===== src/mtc_pkg.sv =====
// mtc_pkg: constants for the carrier-side module type check
// assumes a 100 MHz sys_clk and pins already synchronous to it
package mtc_pkg;
   // ****************************************
   // pinout type codes (active-low pins, 1 = open)
   // ****************************************
   localparam logic [2:0] MTC_CODE_TYPE7 = 3'h2;
   localparam int MTC_CODE_BIT0 = 0;
   localparam int MTC_CODE_BIT1 = 1;
   localparam int MTC_CODE_BIT2 = 2;
   // ****************************************
   // revision pin classes
   // ****************************************
   typedef enum logic [1:0] {
      MTC_REV_OPEN = 2'h0,
      MTC_REV_PULLDOWN = 2'h1,
      MTC_REV_HIGHV = 2'h2,
      MTC_REV_BAD = 2'h3
   } mtc_rev_e;
   // ****************************************
   // timing
   // ****************************************
   localparam int MTC_CLK_PERIOD_NS = 10;
   localparam int MTC_STRAP_HOLD_NS = 400;
   localparam int MTC_STRAP_HOLD_CYC =
      (MTC_STRAP_HOLD_NS + MTC_CLK_PERIOD_NS - 1) / MTC_CLK_PERIOD_NS;
   localparam int MTC_CNT_W = 8;
endpackage : mtc_pkg


===== src/mtc_rev_decode.sv =====
// mtc_rev_decode: classes the revision-indicator pin
// assumes a level sense pair: ground detect and high-voltage detect
`timescale 1ns/1ps
module mtc_rev_decode (
   input wire logic rev_low,
   input wire logic rev_highv,
   output mtc_pkg::mtc_rev_e rev_class
);
   wire logic is_open;
   wire logic is_pd;
   wire logic is_hv;
   assign is_open = !rev_low && !rev_highv;
   assign is_pd = rev_low && !rev_highv;
   assign is_hv = !rev_low && rev_highv;
   // open = second gen, pulled down = tenth type, 12 V = first gen
   assign rev_class = is_open ? mtc_pkg::MTC_REV_OPEN :
                      is_pd ? mtc_pkg::MTC_REV_PULLDOWN :
                      is_hv ? mtc_pkg::MTC_REV_HIGHV :
                      mtc_pkg::MTC_REV_BAD;
endmodule : mtc_rev_decode


===== src/mtc_carrier.sv =====
// mtc_carrier: carrier power gating from module type pins, strap hold-off
// assumes pins sampled synchronously to sys_clk; strap pins are tri-state
//
// Function
// - The carrier keeps the main supply off while the type is unsupported.
// - The carrier may light a fault indicator for an incompatible module.
// - The revision pin reads open, pulled down or twelve volts as three kinds.
// - Strap pins stay undriven until 400 ns after resume reset release.
// - The carrier puts no load or pull on the straps during power-up.
`timescale 1ns/1ps
module mtc_carrier #(
   parameter logic [2:0] EXPECTED_CODE = mtc_pkg::MTC_CODE_TYPE7,
   parameter int STRAP_W = 4,
   parameter int HOLD_CYC = mtc_pkg::MTC_STRAP_HOLD_CYC
) (
   input wire logic sys_clk,
   input wire logic sys_rst,
   input wire logic pinout_code_bit0_n,
   input wire logic pinout_code_bit1_n,
   input wire logic pinout_code_bit2_n,
   input wire logic revision_low,
   input wire logic revision_highv,
   input wire logic standby_resume_reset_n,
   input wire logic power_request,
   input wire logic [STRAP_W-1:0] strap_drive_data,
   input wire logic strap_drive_request,
   input wire logic [STRAP_W-1:0] strap_in,
   output logic [STRAP_W-1:0] strap_out,
   output logic [STRAP_W-1:0] strap_oe,
   output logic main_supply_enable,
   output logic type_fault,
   output logic strap_window_open
);
   // ****************************************
   // type and revision decode
   // ****************************************
   wire logic [2:0] code;
   wire logic code_ok;
   wire logic compatible;
   mtc_pkg::mtc_rev_e rev_class;

   // code pins read as pattern; ground = 0, open = 1
   assign code = {pinout_code_bit2_n, pinout_code_bit1_n, pinout_code_bit0_n};
   assign code_ok = (code == EXPECTED_CODE);

   // ****************************************
   // revision pin class
   // ****************************************
   mtc_rev_decode u_rev (
      .rev_low(revision_low),
      .rev_highv(revision_highv),
      .rev_class(rev_class)
   );

   // ****************************************
   // compatibility
   // ****************************************
   // revision pin must read open for the supported generation
   assign compatible = code_ok && (rev_class == mtc_pkg::MTC_REV_OPEN);

   // ****************************************
   // hold-off state machine
   // ****************************************
   typedef enum logic [2:0] {
      MTC_ST_RESET = 3'h1,
      MTC_ST_WAIT = 3'h2,
      MTC_ST_OPEN = 3'h4
   } mtc_state_e;

   mtc_state_e state;
   mtc_state_e next_state;
   logic [mtc_pkg::MTC_CNT_W-1:0] count;
   logic [mtc_pkg::MTC_CNT_W-1:0] next_count;
   wire logic count_done;
   localparam logic [mtc_pkg::MTC_CNT_W-1:0] HOLD_LAST =
      mtc_pkg::MTC_CNT_W'(HOLD_CYC - 1);

   assign count_done = (count == HOLD_LAST);

   always_comb begin
      next_state = state;
      next_count = count;
      unique case (state)
         MTC_ST_RESET: begin
            next_count = '0;
            if (standby_resume_reset_n) begin
               next_state = MTC_ST_WAIT;
            end
         end
         MTC_ST_WAIT: begin
            next_count = count + 1'b1;
            if (!standby_resume_reset_n) begin
               next_state = MTC_ST_RESET;
               next_count = '0;
            end else if (count_done) begin
               // 400 ns counted from release
               next_state = MTC_ST_OPEN;
            end
         end
         MTC_ST_OPEN: begin
            next_count = '0;
            if (!standby_resume_reset_n) begin
               next_state = MTC_ST_RESET;
            end
         end
      endcase
   end

   // ****************************************
   // state register
   // ****************************************
   always_ff @(posedge sys_clk) begin
      if (sys_rst) begin
         state <= MTC_ST_RESET;
      end else begin
         state <= next_state;
      end
   end

   // ****************************************
   // hold-off counter register
   // ****************************************
   always_ff @(posedge sys_clk) begin
      if (sys_rst) begin
         count <= '0;
      end else begin
         count <= next_count;
      end
   end

   // ****************************************
   // outputs
   // ****************************************
   wire logic window;
   wire logic drive_en;
   wire logic next_main_supply_enable;
   wire logic next_type_fault;
   wire logic [STRAP_W-1:0] next_strap_out;
   wire logic [STRAP_W-1:0] next_strap_oe;

   // ****************************************
   // strap window and drive request
   // ****************************************
   // window shuts as soon as resume reset returns
   assign window = (state == MTC_ST_OPEN) && standby_resume_reset_n;
   // straps left floating, no pull, while module samples them
   assign drive_en = window && strap_drive_request;

   // ****************************************
   // supply and fault decode
   // ****************************************
   // supply held off on mismatch
   assign next_main_supply_enable = compatible && power_request;
   // fault lamp on mismatch
   assign next_type_fault = !compatible;

   // ****************************************
   // per-pin strap drive select
   // ****************************************
   generate
      for (genvar i = 0; i < STRAP_W; i++) begin : g_strap
         // idle pins carry 0 so no stale data lingers
         assign next_strap_out[i] = drive_en ? strap_drive_data[i] : 1'b0;
         assign next_strap_oe[i] = drive_en;
      end
   endgenerate

   // ****************************************
   // supply enable register
   // ****************************************
   always_ff @(posedge sys_clk) begin
      if (sys_rst) begin
         main_supply_enable <= 1'b0;
      end else begin
         main_supply_enable <= next_main_supply_enable;
      end
   end

   // ****************************************
   // fault indicator register
   // ****************************************
   always_ff @(posedge sys_clk) begin
      if (sys_rst) begin
         type_fault <= 1'b0;
      end else begin
         type_fault <= next_type_fault;
      end
   end

   // ****************************************
   // window flag register
   // ****************************************
   always_ff @(posedge sys_clk) begin
      if (sys_rst) begin
         strap_window_open <= 1'b0;
      end else begin
         strap_window_open <= window;
      end
   end

   // ****************************************
   // strap output registers
   // ****************************************
   always_ff @(posedge sys_clk) begin
      if (sys_rst) begin
         strap_out <= '0;
         strap_oe <= '0;
      end else begin
         strap_out <= next_strap_out;
         strap_oe <= next_strap_oe;
      end
   end

   // ****************************************
   // unused inputs
   // ****************************************
   wire logic unused_strap_in;
   assign unused_strap_in = ^strap_in;
endmodule : mtc_carrier


===== config.mk =====
export PLATFORM = sky130hd
export DESIGN_NAME = mtc_carrier
export DESIGN_NICKNAME = d
export VERILOG_FILES = /design/src/mtc_pkg.sv /design/src/mtc_rev_decode.sv /design/src/mtc_carrier.sv
export SDC_FILE = /design/constraint.sdc
export NUM_CORES = 1
export LEC_CHECK = 0
export BUFFER_PORTS_ARGS = -buffer_cell sky130_fd_sc_hd__buf_2
export CAP_MARGIN = 40
export CORE_MARGIN = 2
export CORE_UTILIZATION = 35
export DETAILED_ROUTE_END_ITERATION = 10
export PLACE_DENSITY_LB_ADDON = 0.08
export SYNTH_ARGS = -nofsm -noshare
export SYNTH_HDL_FRONTEND = slang
export SYNTH_SLANG_ARGS = --single-unit

===== constraint.sdc =====
create_clock -name sys_clk -period 1.41 [get_ports sys_clk]
set_input_delay 0.2115 -clock sys_clk [delete_from_list [all_inputs] [get_ports sys_clk]]
set_output_delay 0.2115 -clock sys_clk [all_outputs]
set_load 0.005 [all_outputs]

# --- After elaboration in Yosys (flattened, before gate mapping) ---
# Cells that the tools add are included.
classes:
  n_addsub: 1
  mul: 0
  div_mod_pow: 0
  order_cmp: 0
  eq_ne: 8
  shift: 0
  mux: 10
  bitwise_logic: 1
  reduce_logical: 14
op_table:
  columns: ["operator", "n"]
  rows:
  - ["case mux 8 bit (2 select lines)", 1]
  - ["2-to-1 mux 3 bit", 4]
  - ["case mux 3 bit (3 select lines)", 1]
  - ["adder 8 x 1 -> 8 bit (second input constant)", 1]
  - ["equality test 8 x 6 -> 1 bit (second input constant)", 1]
  - ["2-to-1 mux 8 bit", 1]
  - ["logical AND 1 bit", 7]
  - ["equality test 3 x 2 -> 1 bit (second input constant)", 2]
  - ["2-to-1 mux 2 bit", 2]
  - ["inequality test 2 bit (second input constant)", 2]
  - ["OR reduction 2 bit", 2]
  - ["equality test 3 x 1 -> 1 bit (second input constant)", 1]
  - ["equality test 3 bit (second input constant)", 1]
  - ["zero test 1 bit", 3]
  - ["inequality test 3 bit (second input constant)", 1]
  - ["AND reduction 3 bit", 1]
  - ["zero test 2 bit", 1]
  - ["2-to-1 mux 1 bit", 1]
  - ["NOT 1 bit", 1]
word_totals:
  ff_bits: 19
  latch_bits: 0
  ram_bits: 0
  mem_bits_ro: 0
  input_bits: 18
  out_inout_bits: 11
  wordCells: 41
  n_memories: 0

# --- Longest topological paths before layout ---
# Gate-level depths: netlist of the first run.
logic_depth:
  word_depth: 8
  mapped_depth: 4
  mapped_depth_nobuf: 4

# --- Cells and area by module ---
# A second synthesis of the first run with hierarchy kept.
unflattened:
  hier_cells: 75
  hier_area_um2: 723.2
modules_own_cells:
  columns: ["module", "instances", "cells_per_inst", "area_per_inst_um2", "seq_area_each_um2"]
  rows:
  - ["mtc_carrier", 1, 73, 715.7, 380.4]
  - ["mtc_rev_decode", 1, 2, 7.5, 0.0]

# --- Worst setup path before layout of the first run ---
# No wires, ideal clock.
synth_timing:
  path_type: "reg-to-reg"
  startpoint: "reg count[0] (netlist bit)"
  endpoint: "reg state[1]"
  setup_ps: 95
  arrival_ps: 1115
  required_ps: 1315
  path_slack_ps: 199
  path_stages_with_launch: 5
  path_buffers: 0
  period_less_slack_ps: 1211
  path_cell_list: "dfxtp_1 -> ha_1 -> and3_1 -> a21o_1 -> a221oi_1"
synth_via:
  elab_chain_len: 3
synth_lines:
  columns: ["element", "line_no", "source"]
  rows:
  - ["from (decl)", "mtc_carrier.sv:72", "logic [mtc_pkg::MTC_CNT_W-1:0] count;"]
  - ["from (signal assigned)", "mtc_carrier.sv:127", "count <= next_count;"]
  - ["equality test 8 x 6 -> 1 bit", "mtc_carrier.sv:78", "assign count_done = (count == HOLD_LAST);"]
  - ["inequality test 3 bit (no source line)", null, null]
  - ["AND reduction 3 bit (no source line)", null, null]
  - ["to (signal assigned)", "mtc_carrier.sv:116", "state <= next_state;"]
  - ["to (decl)", "mtc_carrier.sv:70", "mtc_state_e state;"]
# No other way between the ends.
# A chain may end at the register's enable or synchronous reset.

# --- Worst setup path after layout of the first run ---
# Same ends and word-level chain as after synthesis.

==> impl_metrics.py, run 1 <==
metrics = {
    "setup_path": {
        "path_cells": "ha_1 -> and3_1 -> a21o_1 -> a221oi_1",
        "reg2reg_from": "count[0]",
        "cp-start-kind": "flip-flop",
        "worstSetupEndpointType": "flip-flop",
        "cp_data_arrival_time_ns": 1.51,
        "slowest_stage": "dfxtp_1",
        "cp_slowest_stage_delay_ns": 0.34,
        "crit_path_end": "state[1]",
        "startpoint": "count[0]",
        "r2r_slack_ns": 0.11,
        "ff2ff_path_depth": 4,
        "crit_required_ns": 1.62,
        "crit_fanout": 4,
        "worstReg2RegEnd": "state[1]",
        "path_class": "reg -> reg",
    },
    "status": {
        "outcome": "finished, final reports clean",
    },
    "yosys": {
        "ys_warn_count": 0,
        "synth_edf_count": 0,
        "synth_area_leaders": "dfxtp_1, xor2_1, a21oi_1, and2_1, buf_4",
        "yosys.area.top_type": "dfxtp_1",
        "ys.flop_type": "dfxtp_1",
        "syn_area_um2": 746,
        "synthArstFlopShare_pct": 0,
        "syn_avg_cell_area_um2": 9.94,
        "netlist_top_cells_count": "dfxtp_1, nor2_1, a21oi_1",
        "syn-num-nets": 94,
        "synth_seq_cells": 19,
        "yosysMostFrequentCell": "dfxtp_1",
        "synth_top_area_share_pct": 51.0,
        "yosysUniqueCellTypes": 31,
        "synth-seq-area-share_pct": 51.0,
        "synth_cells": 75,
    },
    "clocking": {
        "clk_latency_ns": 0.30,
        "post_cts_resized": 0,
        "max-clock-path-buffers": 2,
        "cts_tree": "yes",
        "clkSlewWorstSetupHoldPaths_ns": 0.11,
        "post-cts-setup-buffers": 0,
        "numClockSinks": 19,
        "htreeDepth": 1,
        "root_buffer": "clkbuf_4",
        "cts-buffers-inserted": 3,
        "holdBufCountCts": 0,
    },
    "finish": {
        "regArea_um2": 380,
        "diodes": 0,
        "areaGrowthSynthToFinish_pct": 21.3,
        "drive_gt1_share_pct": 32.0,
        "nFillCells": 207,
        "multi_input_area_um2": 328,
        "finalNonFillerCells": 127,
        "fin_nets": 120,
        "final_core_util_pct": 45.6,
    },
    "timing": {
        "skew_ns": 0.00846,
        "post-route-period-util_pct": 92.2,
        "tns_ns": 0,
        "slew_violations": 0,
        "slew_headroom_pct": 74.3,
        "timing.final.crit_period_ns": 1.30,
        "worstMarginPinSlew_ns": 0.382,
        "max_freq_mhz": 769,
        "rsz0062_at_grt": "no",
        "hold_viol_final": 0,
        "setup_viol": 0,
    },
    "grt": {
        "antenna_found_initial": 0,
        "track_usage_pct": 11.0,
        "grt_pass1_vias": 487,
        "overflow": 0,
        "grt_pass1_wl_um": 2070,
        "grt_max_degree": 12,
    },
    "floorplanning": {
        "die_w_um": 50.2,
        "die_h_um": 50.2,
        "design.portCount": 29,
        "rows": 16,
        "core-area_mm2": 0.00198,
        "fp.dieArea_mm2": 0.00252,
        "initial_core_util_pct": 37.6,
    },
    "place": {
        "place_congestion": 0.674,
        "dp.cells": 123,
        "port_buffers": 24,
        "hpwl_um": 938,
    },
    "routing": {
        "dr.pass1.iters": 4,
        "totalWireLength_um": 1240,
        "drc": 0,
        "drt_iter0_drc": 12,
        "wire_per_inst_um": 9.78,
        "num_vias": 576,
        "ant_nets": 0,
        "via_per_inst": 4.54,
    },
    "pwr": {
        "peakVddDrop_mv": 0.518,
        "p_leak_nw": 0.399,
        "p_total_mw": 0.885,
        "powerDensity_mw_per_mm2": 978,
    },
    "min_path": {
        "hold_path.class": "in -> reg",
    },
    "run": {
        "drv_cap": 0,
    },
}
## routing by layer
metal  GRT usage [%]  wire [um]  share of wire, %
met1            14.0        579                47
met2            15.6        547                44
met3            5.65        102               8.2
met4            4.17         13               1.0
met5               0          0                 0
## cell families after synthesis
kind of cell / count (synthesis) / synth area share (%)
AOI/OAI and AO/OA: 12 / 9.73
xor gates and xnor gates: 4 / 4.70
adders and majority gates: 1 / 1.68
buffers and inverters: 7 / 5.03
DFF: 19 / 51.0
muxes: 1 / 1.34
and+or+nand+nor: 31 / 26.5
## worst min-delay path by stage
stage / from / to / slack (ns) / cells past startpoint
floorplan: sys_rst / type_fault / 0.28 / 1
global placement: strap_drive_data[2] / strap_out[2] / 0.41 / 2
detailed placement: strap_drive_data[1] / strap_out[1] / 0.41 / 2
CTS: strap_drive_data[1] / strap_out[1] / 0.08 / 2
global route: strap_drive_data[1] / strap_out[1] / 0.08 / 2
finish: strap_drive_data[1] / strap_out[1] / 0.1 / 2
## final cells by class
cell class                 count  share of cell area [%]
clock buffer                   3                    2.49
timing repair buffer          24                    13.3
sequential                    19                    42.0
tap                           27                    3.73
multi-input combinational     49                    36.2
inverter                       4                    1.66
clock inverter                 1                   0.553
## metrics by stage
stage	worst slack (ns)	hold slack (ns)	area (um2)
finish	0.110	0.0965	905
global route	0.0198	0.0819	905
CTS	0.113	0.0809	905
detailed placement	0.135	0.413	877
global placement	0.142	0.412	877
floorplan	0.199	0.283	746
## report_power, final
group / total (mW) / switching [mW] / leakage, nW / internal (mW)
Combinational: 0.0550 / 0.0252 / 0.227 / 0.0298
Clock: 0.276 / 0.170 / 0.0177 / 0.106
Sequential: 0.554 / 0.00796 / 0.154 / 0.546
Total: 0.885 / 0.203 / 0.399 / 0.681
## registers in the layout (all words and copies together) (netlist names)
| register | cells |
|---|---|
| count | 8 |
| main_supply_enable | 1 |
| state | 3 |
| strap_oe | 1 |
| strap_out | 4 |
| strap_window_open | 1 |
| type_fault | 1 |
## placed cells by master (no fill, tap or decap)
master,synthesis,routed
buf_2,0,24
dfxtp_1,19,19
nor2_1,6,6
a21oi_1,5,5
and2_1,4,4
inv_1,3,3
xor2_1,3,3
nand3_1,3,3
o21ai_0,3,3
or3_1,3,3
clkbuf_4,0,3
nor3b_1,2,2
nand2_1,2,2
inv_2,1,1
or2b_4,1,1
or3b_4,1,1
nor3_4,1,1
o21bai_1,1,1
a211o_1,1,1
and3_1,1,1
nor4_1,1,1
nand4b_1,1,1
nand4_1,1,1
nand2b_1,1,1
or4_1,1,1
nor2b_1,1,1
xnor2_1,1,1
a21o_1,1,1
or2b_1,1,1
mux2i_1,1,1
a221oi_1,1,1
ha_1,1,1
clkinv_2,0,1
## worst max-delay path, delay by kind of cell, from the launching register on
kind	cells	cell delay, ns
adders and majority gates	1	0.25
AOI/OAI and AO/OA	2	0.41
and+or+nand+nor	1	0.21
DFF	1	0.34
Power figures use the tool's default switching activity.
==> inputs of run 2 (changes only) <==
Settings changed: CELL_PAD_IN_SITES_DETAIL_PLACEMENT set to 2, CELL_PAD_IN_SITES_GLOBAL_PLACEMENT set to 2, CORE_ASPECT_RATIO set to 1.2, CORE_UTILIZATION 35 to 27.
==> run 2 against run 1 <==
Register-to-register slack about the same. Final area rose by 0.83%. Die area rose by 27%. Count of clock-buffer cells in the layout is the same. Final cell count rose by 4.7%. Total power is 0.79% higher. Via count rose by 6.8%. Non-clock buffer count unchanged. Setup slack better by 0.015 ns. Worst hold slack got worse by 0.0025 ns. Fmax grew 1.1%. Largest cell class unchanged.
==> impl_metrics.py, run 2 (same netlist as run 1, synthesis figures left out) <==
metrics = {
    "grt": {
        "overflow": 0,
        "grt_pass1_vias": 579,
        "grt_pass1_wl_um": 2510,
        "track_usage_pct": 11.2,
        "antenna_found_initial": 0,
        "grt_max_degree": 12,
    },
    "timing": {
        "timing.final.crit_period_ns": 1.29,
        "post-route-period-util_pct": 91.2,
        "worstMarginPinSlew_ns": 0.424,
        "max_freq_mhz": 778,
        "rsz0062_at_grt": "no",
        "slew_headroom_pct": 71.5,
        "slew_violations": 0,
        "hold_viol_final": 0,
        "skew_ns": 0.00847,
        "tns_ns": 0,
        "setup_viol": 0,
    },
    "place": {
        "dp.cells": 129,
        "hpwl_um": 1230,
        "port_buffers": 24,
        "place_congestion": 0.691,
    },
    "routing": {
        "num_vias": 615,
        "drt_iter0_drc": 3,
        "via_per_inst": 4.62,
        "drc": 0,
        "totalWireLength_um": 1510,
        "ant_nets": 0,
        "dr.pass1.iters": 3,
        "wire_per_inst_um": 11.4,
    },
    "pwr": {
        "power_frac_clock_pct": 31.7,
        "p_leak_nw": 0.399,
        "switching_share_pct": 23.6,
        "p_total_mw": 0.892,
        "internal-power_mw": 0.682,
        "peakVddDrop_mv": 0.584,
        "pwr-share-comb_pct": 6.3,
        "power_frac_seq_pct": 62.1,
        "powerDensity_mw_per_mm2": 978,
        "p_switching_mw": 0.210,
    },
    "floorplanning": {
        "core-area_mm2": 0.00258,
        "die_h_um": 61.6,
        "initial_core_util_pct": 28.9,
        "die_w_um": 52.0,
        "fp.dieArea_mm2": 0.00320,
        "design.portCount": 29,
        "rows": 20,
    },
    "setup_path": {
        "crit_required_ns": 1.63,
        "worstSetupEndpointType": "flip-flop",
        "path_class": "reg -> reg",
        "slowest_stage": "dfxtp_1",
        "cp_slowest_stage_delay_ns": 0.34,
        "cp-start-kind": "flip-flop",
        "crit_fanout": 4,
        "cp_data_arrival_time_ns": 1.51,
        "path_cells": "ha_1 -> and3_1 -> a21o_1 -> a221oi_1",
    },
    "clocking": {
        "cts_tree": "yes",
        "post-cts-setup-buffers": 0,
        "clk_latency_ns": 0.30,
        "post_cts_resized": 0,
        "htreeDepth": 1,
        "cts-buffers-inserted": 3,
        "max-clock-path-buffers": 2,
        "holdBufCountCts": 0,
        "root_buffer": "clkbuf_4",
        "numClockSinks": 19,
        "clkSlewWorstSetupHoldPaths_ns": 0.11,
    },
    "finish": {
        "fin_nets": 120,
        "largestRegisters": "count: 8 flops, strap_out: 4 flops, state: 3 flops",
        "nFillCells": 306,
        "mostFrequentLayoutCells": "buf_2, dfxtp_1, nor2_1",
        "finalNonFillerCells": 133,
        "largest_reg_flops": 8,
        "final_core_util_pct": 35.4,
        "regMostFlops": "count",
        "final_common_cell": "buf_2",
        "areaGrowthSynthToFinish_pct": 22.3,
        "drive_gt1_share_pct": 32.0,
        "diodes": 0,
    },
    "run": {
        "drv_cap": 0,
    },
    "min_path": {
        "hold_path.class": "in -> reg",
    },
    "status": {
        "outcome": "finished, final reports clean",
    },
}
run 2: cell counts in the layout (fill, tap and decap cells not counted):
Identical to the previous run, type by type.
run 2: power by group through the flow:
stage	Combinational [mW]	Clock, mW	Sequential (mW)
final	0.0559	0.282	0.554
after global routing	0.0653	0.326	0.556
after CTS	0.0575	0.307	0.554
after detailed placement	0.0573	0	0.566
after global placement	0.0555	0	0.566
after floorplan	0.0292	0	0.565
run 2: worst paths after layout:
path,startpoint,endpoint,slack (ns),cells after the start
worst max register to register,count[0],state[1],0.12,4
worst min-delay path,strap_drive_data[3],strap_out[3],0.09,2
worst min register to register,count[0],count[0],0.45,1
worst max-delay path,count[0],state[1],0.12,4
run 2: stage by stage:
step                      worst slack [ns]  area [um2]  hold slack, ns
final                                0.124         912          0.0939
after global routing                0.0264         912          0.0843
after CTS                            0.103         912          0.0787
after detailed placement             0.124         885           0.417
after global placement               0.145         885           0.412
after floorplan                      0.199         746           0.283
run 2: worst max-delay path: cells and delay by family, from the launching register on:
kind	cells	cell delay, ns
AND/OR/NAND/NOR	1	0.21
adder cells (fa/ha/maj)	1	0.24
flip-flops	1	0.34
AO/OA/AOI/OAI	2	0.42
run 2: area by class of cell:
cell class	count	area, um2	area share, %
multi-input combinational	49	328	35.9
sequential	19	380	41.7
timing repair buffer	24	120	13.2
inverter	4	15.0	1.65
tap	33	41.3	4.53
clock inverter	1	5.00	0.549
clock buffer	3	22.5	2.47
run 2: routing by layer:
| layer | GRT usage [%] | part of all wire (%) | vias up |
|---|---|---|---|
| li1 | - | - | 304 |
| met5 | 0 | 0 | - |
| met4 | 10.2 | 2.8 | 0 |
| met2 | 19.2 | 53 | 18 |
| met3 | 2.18 | 4.5 | 4 |
| met1 | 11.6 | 40 | 289 |
==> inputs of run 3 (changes only) <==
Settings changed: CELL_PAD_IN_SITES_DETAIL_PLACEMENT 2 to 1, CELL_PAD_IN_SITES_GLOBAL_PLACEMENT 2 to 1, CORE_UTILIZATION 27 to 34, GPL_TIMING_DRIVEN set to 0.
==> run 3 against run 2 <==
Sequential power hardly changed. Register-to-register slack hardly changed. Critical path depth stayed put. Critical path type unchanged. Critical endpoint unchanged.
==> impl_metrics.py, run 3 (same netlist as run 1, synthesis figures left out) <==
metrics = {
    "pwr": {
        "switching_share_pct": 21.8,
        "peakVddDrop_mv": 0.455,
        "p_switching_mw": 0.192,
        "powerDensity_mw_per_mm2": 943,
        "power_frac_seq_pct": 63.1,
        "pwr-share-comb_pct": 6.2,
        "internal-power_mw": 0.685,
        "power_frac_clock_pct": 30.7,
        "p_leak_nw": 0.413,
    },
    "setup_path": {
        "cp_data_arrival_time_ns": 1.50,
        "crit_required_ns": 1.62,
        "path_class": "reg -> reg",
        "cp-start-kind": "flip-flop",
        "worstSetupEndpointType": "flip-flop",
        "crit_fanout": 4,
    },
    "floorplanning": {
        "rows": 18,
        "core-area_mm2": 0.00207,
        "fp.dieArea_mm2": 0.00259,
        "initial_core_util_pct": 36.0,
        "die_w_um": 46.8,
        "design.portCount": 29,
        "die_h_um": 55.3,
    },
    "finish": {
        "nFillCells": 263,
        "drive_gt1_share_pct": 33.0,
        "diodes": 0,
        "regMostFlops": "count",
        "areaGrowthSynthToFinish_pct": 24.7,
        "mostFrequentLayoutCells": "buf_2, dfxtp_1, nor2_1",
        "final_core_util_pct": 44.9,
        "final_common_cell": "buf_2",
        "largestRegisters": "count: 8 flops, strap_out: 4 flops, state: 3 flops",
        "largest_reg_flops": 8,
        "fin_nets": 123,
        "finalNonFillerCells": 133,
    },
    "clocking": {
        "numClockSinks": 19,
        "clkSlewWorstSetupHoldPaths_ns": 0.11,
        "cts-buffers-inserted": 3,
        "clk_latency_ns": 0.29,
        "holdBufCountCts": 0,
        "htreeDepth": 1,
        "cts_tree": "yes",
        "post-cts-setup-buffers": 0,
        "root_buffer": "clkbuf_4",
        "max-clock-path-buffers": 2,
        "post_cts_resized": 0,
    },
    "place": {
        "dp.cells": 129,
        "place_congestion": 0.715,
        "port_buffers": 24,
        "hpwl_um": 1090,
    },
    "routing": {
        "ant_nets": 0,
        "wire_per_inst_um": 10.2,
        "num_vias": 606,
        "drt_iter0_drc": 4,
        "drc": 0,
        "dr.pass1.iters": 3,
        "totalWireLength_um": 1350,
        "via_per_inst": 4.56,
    },
    "timing": {
        "rsz0062_at_grt": "no",
        "worstMarginPinSlew_ns": 0.353,
        "hold_viol_final": 0,
        "max_freq_mhz": 775,
        "slew_headroom_pct": 76.2,
        "setup_viol": 0,
        "slew_violations": 0,
        "post-route-period-util_pct": 91.5,
        "skew_ns": 0.00447,
        "timing.final.crit_period_ns": 1.29,
        "tns_ns": 0,
    },
    "grt": {
        "overflow": 0,
        "track_usage_pct": 11.6,
        "grt_pass1_wl_um": 2210,
        "grt_pass1_vias": 542,
        "grt_max_degree": 11,
        "antenna_found_initial": 0,
    },
    "min_path": {
        "hold_path.class": "in -> reg",
    },
    "run": {
        "drv_cap": 0,
    },
    "status": {
        "outcome": "finished, final reports clean",
    },
}
==> run 3: cell type report <==
cell class | instances | area [um2] | share of cell area (%)
sequential | 19 | 380 | 40.9
clock buffer | 4 | 26.3 | 2.83
buffer | 3 | 22.5 | 2.42
inverter | 4 | 15.0 | 1.62
timing repair buffer | 24 | 120 | 12.9
multi-input combinational | 49 | 328 | 35.3
tap | 30 | 37.5 | 4.04
==> run 3: metal layers <==
| metal | share of wire [%] | global-route usage [%] | up-vias |
|---|---|---|---|
| met5 | 0 | 0 | - |
| met4 | 0.74 | 4.76 | 0 |
| met3 | 4.7 | 2.94 | 2 |
| met2 | 50 | 18.7 | 14 |
| met1 | 45 | 14.1 | 275 |
| li1 | - | - | 315 |
==> run 3: final timing paths <==
check | end | cells past startpoint | slack, ns | from
setup / recovery | state[1] | 4 | 0.12 | count[0]
hold reg to reg | count[0] | 1 | 0.46 | count[0]
setup reg to reg | state[1] | 4 | 0.12 | count[0]
hold / removal | strap_out[3] | 2 | 0.12 | strap_drive_data[3]
==> run 3: per-stage QoR <==
| step | cell area [um2] | hold WS [ns] | worst slack (ns) | power [mW] |
|---|---|---|---|---|
| finish | 930 | 0.116 | 0.120 | 0.877 |
| CTS | 930 | 0.102 | 0.115 | 0.899 |
| floorplan | 746 | 0.283 | 0.199 | 0.594 |
| detailed placement | 903 | 0.417 | 0.141 | 0.622 |
| global placement | 903 | 0.411 | 0.144 | 0.620 |
| global route | 930 | 0.101 | 0.0314 | 0.926 |
==> run 3: power groups by stage <==
stage / clock network (mW) / logic, mW / registers [mW]
after detailed placement: 0 / 0.0562 / 0.566
after floorplan: 0 / 0.0292 / 0.565
final: 0.269 / 0.0546 / 0.553
after CTS: 0.289 / 0.0564 / 0.554
after global routing: 0.309 / 0.0624 / 0.555
after global placement: 0 / 0.0540 / 0.566
==> run 3: critical path, stage by stage, from the launching register on <==
cell and delay, ns:
dfxtp_1 0.34, ha_1 0.24, and3_1 0.21, a21o_1 0.15, a221oi_1 0.26
